## src/logic/frrc_pkg.sv

```systemverilog
/*
 * Constants and types for the fault restart retry controller.
 * Assumes a single 20 MHz core clock; time units are whole microseconds.
 */
package frrc_pkg;

    // clock rate, 50 ns period
    localparam int unsigned CLK_MHZ     = 20;

    // retry setting codes
    localparam logic [1:0]  RETRY_NONE  = 2'h0;
    localparam logic [1:0]  RETRY_ONCE  = 2'h1;
    localparam logic [1:0]  RETRY_TWICE = 2'h2;
    localparam logic [1:0]  RETRY_THREE = 2'h3;

    // delay field width, bits [2:0]
    localparam int unsigned DELAY_W     = 3;

    // selectable delay time units, in microseconds
    localparam int unsigned UNIT0_US    = 10;
    localparam int unsigned UNIT1_US    = 100;
    localparam int unsigned UNIT2_US    = 1000;
    localparam int unsigned UNIT3_US    = 10000;

    // the same units as core clock cycles
    localparam int unsigned UNIT0_CYCLES = UNIT0_US * CLK_MHZ;
    localparam int unsigned UNIT1_CYCLES = UNIT1_US * CLK_MHZ;
    localparam int unsigned UNIT2_CYCLES = UNIT2_US * CLK_MHZ;
    localparam int unsigned UNIT3_CYCLES = UNIT3_US * CLK_MHZ;

    // prescaler width, covers the largest unit
    localparam int unsigned PRE_W       = 18;

    // reset values
    localparam logic [PRE_W-1:0]   PRE_RST   = 18'h00000;
    localparam logic [DELAY_W-1:0] TICK_RST  = 3'h0;
    localparam logic [1:0]         LEFT_RST  = 2'h0;

    typedef enum logic [1:0] {
        ST_OFF  = 2'b00,
        ST_ON   = 2'b01,
        ST_WAIT = 2'b10,
        ST_LOCK = 2'b11
    } frrc_state_t;

endpackage

```

## src/logic/frrc_retry_ctrl.sv

```systemverilog
/*
 * Fault restart retry controller: turns the converter output back on a
 * configured number of times after a fault, spaced by delay times unit.
 * Assumes retry_mode, retry_delay, unit_sel, run_req and fault_clear come
 * from logic on core_clk; fault_in is an asynchronous detector level.
 * A fault still in the synchroniser when a zero-delay attempt starts fails
 * that attempt too; real delays are far longer than the two-cycle tail.
 */
`timescale 1ns/10ps

// Contract
// [RULE1] With the no-restart setting a fault turns the output off and it stays off until cleared.
// [RULE2] With the single-retry setting exactly one restart attempt follows the fault.
// [RULE3] With the double-retry setting exactly two restart attempts follow the fault.
// [RULE4] With the triple-retry setting exactly three restart attempts follow the fault.
// [RULE5] Once all attempts fail the output stays off with no more attempts until cleared.
// [RULE6] Starts of consecutive attempts are spaced by the delay field times the selected unit.
// [RULE7] A fault seen during or after an attempt fails it and starts the next wait or lockout.
module frrc_retry_ctrl
    import frrc_pkg::*;
#(
    parameter int unsigned UNIT0_CYC = UNIT0_CYCLES,
    parameter int unsigned UNIT1_CYC = UNIT1_CYCLES,
    parameter int unsigned UNIT2_CYC = UNIT2_CYCLES,
    parameter int unsigned UNIT3_CYC = UNIT3_CYCLES
) (
    input  wire logic               core_clk,
    input  wire logic               sys_rst,
    input  wire logic               fault_in,
    input  wire logic               run_req,
    input  wire logic               fault_clear,
    input  wire logic [1:0]         retry_mode,
    input  wire logic [DELAY_W-1:0] retry_delay,
    input  wire logic [1:0]         unit_sel,
    output logic                    output_enable,
    output logic                    restart_pulse,
    output logic                    retry_locked,
    output logic [1:0]              retries_left
);

    frrc_state_t          state_reg;
    frrc_state_t          state_next;
    logic                 fault_meta_reg;
    logic                 fault_sync_reg;
    logic                 seq_active_reg;
    logic [1:0]           left_reg;
    logic [1:0]           left_next;
    logic [1:0]           avail;
    logic                 tmr_start;
    logic                 tmr_done_reg;
    logic [PRE_W-1:0]     pre_cnt_reg;
    logic [PRE_W-1:0]     unit_last_reg;
    logic [PRE_W-1:0]     unit_last_sel;
    logic [DELAY_W-1:0]   tick_cnt_reg;
    logic                 unit_tick;
    logic                 fault_seen;

    // fault detector is asynchronous to core_clk
    always_ff @(posedge core_clk) begin
        if (sys_rst) begin
            fault_meta_reg <= 1'b0;
            fault_sync_reg <= 1'b0;
        end else begin
            fault_meta_reg <= fault_in;
            fault_sync_reg <= fault_meta_reg;
        end
    end

    // last prescaler count of the chosen unit
    always_comb begin
        case (unit_sel)
            2'h0:    unit_last_sel = PRE_W'(UNIT0_CYC - 1);
            2'h1:    unit_last_sel = PRE_W'(UNIT1_CYC - 1);
            2'h2:    unit_last_sel = PRE_W'(UNIT2_CYC - 1);
            default: unit_last_sel = PRE_W'(UNIT3_CYC - 1);
        endcase
    end

    // attempts still allowed; a fresh sequence takes the setting itself
    always_comb begin
        avail = seq_active_reg ? left_reg : retry_mode; // RULE2 RULE3 RULE4
    end

    // output on and a synchronised fault: the running attempt has failed
    always_comb begin
        fault_seen = (state_reg == ST_ON) && fault_sync_reg; // RULE7
    end

    always_comb begin
        state_next = state_reg;
        left_next  = left_reg;
        tmr_start  = 1'b0;
        case (state_reg)
            ST_OFF: begin
                if (run_req && !fault_sync_reg && !fault_clear) begin
                    state_next = ST_ON;
                end
            end
            ST_ON: begin
                if (fault_sync_reg) begin
                    if (avail == RETRY_NONE) begin
                        state_next = ST_LOCK; // RULE1 RULE5 RULE7
                    end else begin
                        state_next = ST_WAIT; // RULE7
                        left_next  = avail - 2'h1;
                        // first fault opens the interval; later ones reuse it
                        tmr_start  = !seq_active_reg; // RULE6
                    end
                end else if (!run_req) begin
                    state_next = ST_OFF;
                end
            end
            ST_WAIT: begin
                // detector not read here: the failure was counted on leaving ON
                if (fault_clear || !run_req) begin
                    state_next = ST_OFF;
                end else if (tmr_done_reg) begin
                    state_next = ST_ON;
                    tmr_start  = 1'b1; // RULE6
                end
            end
            ST_LOCK: begin
                // no path out but an explicit clear
                if (fault_clear) begin
                    state_next = ST_OFF; // RULE5
                end
            end
            default: begin
                state_next = ST_OFF;
            end
        endcase
    end

    always_ff @(posedge core_clk) begin
        if (sys_rst) begin
            state_reg <= ST_OFF;
        end else begin
            state_reg <= state_next;
        end
    end

    // sequence stays open until cleared, so a late fault cannot refill retries
    always_ff @(posedge core_clk) begin
        if (sys_rst) begin
            seq_active_reg <= 1'b0;
        end else if (fault_clear) begin
            seq_active_reg <= 1'b0;
        end else if (fault_seen) begin
            seq_active_reg <= 1'b1;
        end
    end

    // clear beats a coincident fault here, so the count restarts from the setting
    always_ff @(posedge core_clk) begin
        if (sys_rst) begin
            left_reg <= LEFT_RST;
        end else if (fault_clear) begin
            left_reg <= LEFT_RST;
        end else if (fault_seen) begin
            left_reg <= left_next; // RULE2 RULE3 RULE4
        end
    end

    // unit boundary; the prescaler only runs while an interval is open
    always_comb begin
        unit_tick = !tmr_done_reg && (pre_cnt_reg >= unit_last_reg);
    end

    // first unit starts at one so the registered done flag costs no extra cycle;
    // compare is >= so a one-cycle unit cannot wrap the prescaler
    always_ff @(posedge core_clk) begin
        if (sys_rst) begin
            pre_cnt_reg   <= PRE_RST;
            unit_last_reg <= PRE_RST;
        end else if (tmr_start) begin
            pre_cnt_reg   <= PRE_RST + 18'h00001;
            unit_last_reg <= unit_last_sel;
        end else if (unit_tick) begin
            pre_cnt_reg   <= PRE_RST;
        end else if (!tmr_done_reg) begin
            pre_cnt_reg   <= pre_cnt_reg + 18'h00001;
        end
    end

    // interval in whole units, first fault to first attempt start, then attempt start to attempt start
    always_ff @(posedge core_clk) begin
        if (sys_rst) begin
            tick_cnt_reg <= TICK_RST;
            tmr_done_reg <= 1'b1;
        end else if (tmr_start) begin
            tick_cnt_reg <= retry_delay; // RULE6
            tmr_done_reg <= (retry_delay == TICK_RST);
        end else if (unit_tick) begin
            tick_cnt_reg <= tick_cnt_reg - 3'h1;
            if (tick_cnt_reg == 3'h1) begin
                tmr_done_reg <= 1'b1; // RULE6
            end
        end
    end

    // outputs registered from the next state, so they change with it
    always_ff @(posedge core_clk) begin
        if (sys_rst) begin
            output_enable <= 1'b0;
            retry_locked  <= 1'b0;
            restart_pulse <= 1'b0;
        end else begin
            output_enable <= (state_next == ST_ON); // RULE1 RULE5
            retry_locked  <= (state_next == ST_LOCK); // RULE5
            restart_pulse <= (state_reg == ST_WAIT) && (state_next == ST_ON);
        end
    end

    // mirrors left_reg, but reads zero after a no-retry lockout
    always_ff @(posedge core_clk) begin
        if (sys_rst) begin
            retries_left <= LEFT_RST;
        end else if (fault_clear) begin
            retries_left <= LEFT_RST;
        end else if (fault_seen) begin
            retries_left <= (avail == RETRY_NONE) ? LEFT_RST : left_next;
        end
    end

endmodule

```

## config.mk

```make
export PLATFORM = sky130hd
export DESIGN_NAME = frrc_retry_ctrl
export DESIGN_NICKNAME = d
export VERILOG_FILES = /design/src/logic/frrc_pkg.sv /design/src/logic/frrc_retry_ctrl.sv
export SDC_FILE = /design/constraint.sdc
export NUM_CORES = 1
export LEC_CHECK = 0
export BUFFER_PORTS_ARGS = -buffer_cell sky130_fd_sc_hd__buf_2
export CAP_MARGIN = 25
export CORE_MARGIN = 2
export CORE_UTILIZATION = 40
export DETAILED_ROUTE_END_ITERATION = 6
export GPL_TIMING_DRIVEN = 0
export MAX_ROUTING_LAYER = met4
export PLACE_DENSITY_LB_ADDON = 0.12
export SYNTH_ARGS = -nofsm -noshare
export SYNTH_HDL_FRONTEND = slang
export SYNTH_SLANG_ARGS = --single-unit
```

## constraint.sdc

```tcl
create_clock -name core_clk -period 3 [get_ports core_clk]
set_clock_uncertainty 0.2 [all_clocks]
set_input_delay 0.15 -clock core_clk [delete_from_list [all_inputs] [get_ports core_clk]]
set_output_delay 0.15 -clock core_clk [all_outputs]
set_load 0.005 [all_outputs]
```

==> results.ini <==
[timing]
min_period_over_period_pct=81.06
rsz0062_at_grt=false
slew_headroom_pct=64.46
tightest_slew_ns=0.5290
period_needed_ns=2.432
setup_viol=0
fin_ws_ns=0.5683
final.setup.tns_ns=0
whs_ns=0.01491
max_freq_ghz=0.4112
hold_violations=0
drv_slew=0

[clock_tree]
clock-root-buffer=clkbuf_8
cts.path.max_buffers=2
clk_pin_slew_worst_paths_ns=0.08
h-tree-depth=2
ctsResizeCount=0
clk_latency_ns=0.30
cts_num_sinks=42
cts_buffers=5
cts_tree=built

[place]
pre_cts_ws_ns=0.5777
dp_hpwl_um=3545
gp_congestion=0.8500
portBuffers=15

[synth]
synth_edf_count=0
synth_seq_cells=42
synth_top_cell_by_area=dfxtp_1
syn_inst=268
synth_area_per_cell_um2=8.791
ys.flop_type=dfxtp_1
async_reset_ff_share_pct=0
yosysWarnings=0
yosysUniqueCellTypes=51
synth_area_um2=2356
ys_seq_area_share_pct=35.69
synth_nets=307
yosys.area.top_type_share_pct=35.69
netlist_top_cells_area=dfxtp_1, ha_1, xor2_1

[floorplanning]
io_pins=17
core_um2=5608
die_x_um=80.75
std_cell_rows=27
dieArea_um2=6520
start_util_pct=42.01
die_h_um=80.75

[final_layout]
syn_to_final_growth_pct=12.59
multi_input_area_um2=1385
seq_area_um2=840.8
drive_gt1_share_pct=15.25
antenna_cells=0
fin_nets=333
fill_cells=593
largest_reg_flops=18

[status]
status=finished, final reports clean

[route]
dr.pass1.iters=4
post_drt_wl_per_cell_um=13.10
vias_per_cell=5.172
vias=1898
drt_iter0_drc=74
routed_wl_um=4808
drc=0
antenna_left=0

[power_and_ir_drop]
switchingPower_uw=234.0
pwr-share-comb_pct=6.4
p_total_uw=1007
p_int_uw=773.1
swShare_pct=23.24
vdd_drop_max_mv=0.2294
p_seq_share_pct=55.9
clkPwrFrac_pct=37.7
p_leak_uw=0.001048
power_density_nw_per_um2=379.7

[setup_path]
cp_max_fo=10
critPathCaptureType=flop
cp.required_ns=3.04
crit_chain=inv_1, ha_1, o21a_1, o21a_1, a2111oi_2, o21a_2, o211ai_4, buf_6, nor2_2
crit_slowest_cell=a2111oi_2
cpLargestDelayFamily=compound AO/OA/AOI/OAI gates
path_buf_inv=2
cp.arrival_ns=2.47
cp.depth=9
rr_worst_depth=9
worst_path_largest_cell_delay_ns=0.41
crit_path_frequent_cell=o21a_1
critPathLaunchType=flop
crit_type=flop to flop

[grt]
grt_max_degree=13
grt_pass1_wl_um=8487
antenna_found_initial=0
grt_pass1_vias=1891
grt_overflow=0
grt_use_total_pct=17.06

[hold_path]
hp-class=primary input to flop
hold_depth=4

[job]
maxCapViolations=0

[repair_timing]
action,in CTS,in global routing
setup buffers,0,0
hold buffers,4,0
endpoints found under the hold margin,4,0
[area by class of cell]
| type | instances | share of cell area [%] |
|---|---|---|
| multi-input cells | 196 | 52.22 |
| clock inverters | 1 | 0.1887 |
| clock buffers | 7 | 3.255 |
| repair buffers | 19 | 4.340 |
| plain buffers | 8 | 1.792 |
| inverters | 22 | 3.113 |
| well taps | 72 | 3.396 |
| flip-flops and latches | 42 | 31.70 |
[cells by family (layout without fill, tap and decap cells)]
kind of cell    Yosys count  after routing  share of synthesized area [%]
simple gates            102            102                          23.21
compound gates           50             50                          14.87
flops                    42             42                          35.69
buf+inv                  30             57                          5.523
fa+ha+maj                27             27                          14.34
xor+xnor                 16             16                          5.948
mux                       1              1                         0.4249
[final timing paths]
path | endpoint | slack [ns] | startpoint
max | pre_cnt_reg[6] | 0.57 | unit_last_reg[16]
min | tick_cnt_reg[1] | 0.01 | sys_rst
max reg2reg | pre_cnt_reg[6] | 0.57 | unit_last_reg[16]
min reg2reg | fault_sync_reg | 0.24 | fault_meta_reg
[synth_stat cells, types with 7 or more instances]
cell type,number
inv_1,21
nor2_2,10
nand3_1,9
dfxtp_1,42
nand2_1,15
a21oi_1,16
nor2b_1,7
xor2_1,10
ha_1,27
nor2_1,23
nor3_1,10
[stage by stage]
stage | instance area [um^2] | std cells | utilization (%)
3_5_place_dp | 2521 | 355 | 44.96
6_report | 2653 | 367 | 47.30
5_1_grt | 2653 | 367 | 47.30
3_3_place_gp | 2521 | 355 | 44.96
2_1_floorplan | 2356 | 268 | -
4_1_cts | 2653 | 367 | 47.30
[worst min-delay path: stages]
cell	delay [ns]
buf_2	0.11
nor3_1	0.05
nand3b_1	0.08
nand3_1	0.07
[power groups by stage]
stage | Clock [uW] | Sequential (uW) | Combinational (uW)
after floorplan | 0 | 576 | 38.2
after global placement | 0 | 576 | 59.8
after detailed placement | 0 | 577 | 60.2
after CTS | 398 | 563 | 64.4
after global routing | 420 | 564 | 72.4
final | 380 | 563 | 64.0
[layer usage]
metal  share of wire, %  vias up  global-route usage, %
li1                   -      987                      -
met1                 54      885                  22.93
met2                 42       19                  25.67
met3                2.7        7                  3.667
met4                1.1        0                  5.424
met5                  0        -                      -
[cell usage in the layout (no fill, tap or decap), drive strengths merged, types with 2 or more instances in the layout]
cell type     n
nor2         33
nor2b         7
inv          22
o21a          3
or3           2
clkbuf       10
nor3b         2
nand3         9
dlygate4sd3   4
nor3         10
nand4b        3
and3          3
a211oi        6
buf          20
o31ai         3
o21ai        10
nand4         5
and2          4
a311oi        2
ha           27
xnor2         6
dfxtp        42
a21oi        16
a2111oi       2
nand2        16
a31oi         2
xor2         10
Note: power is estimated with default switching activity, not from simulation.
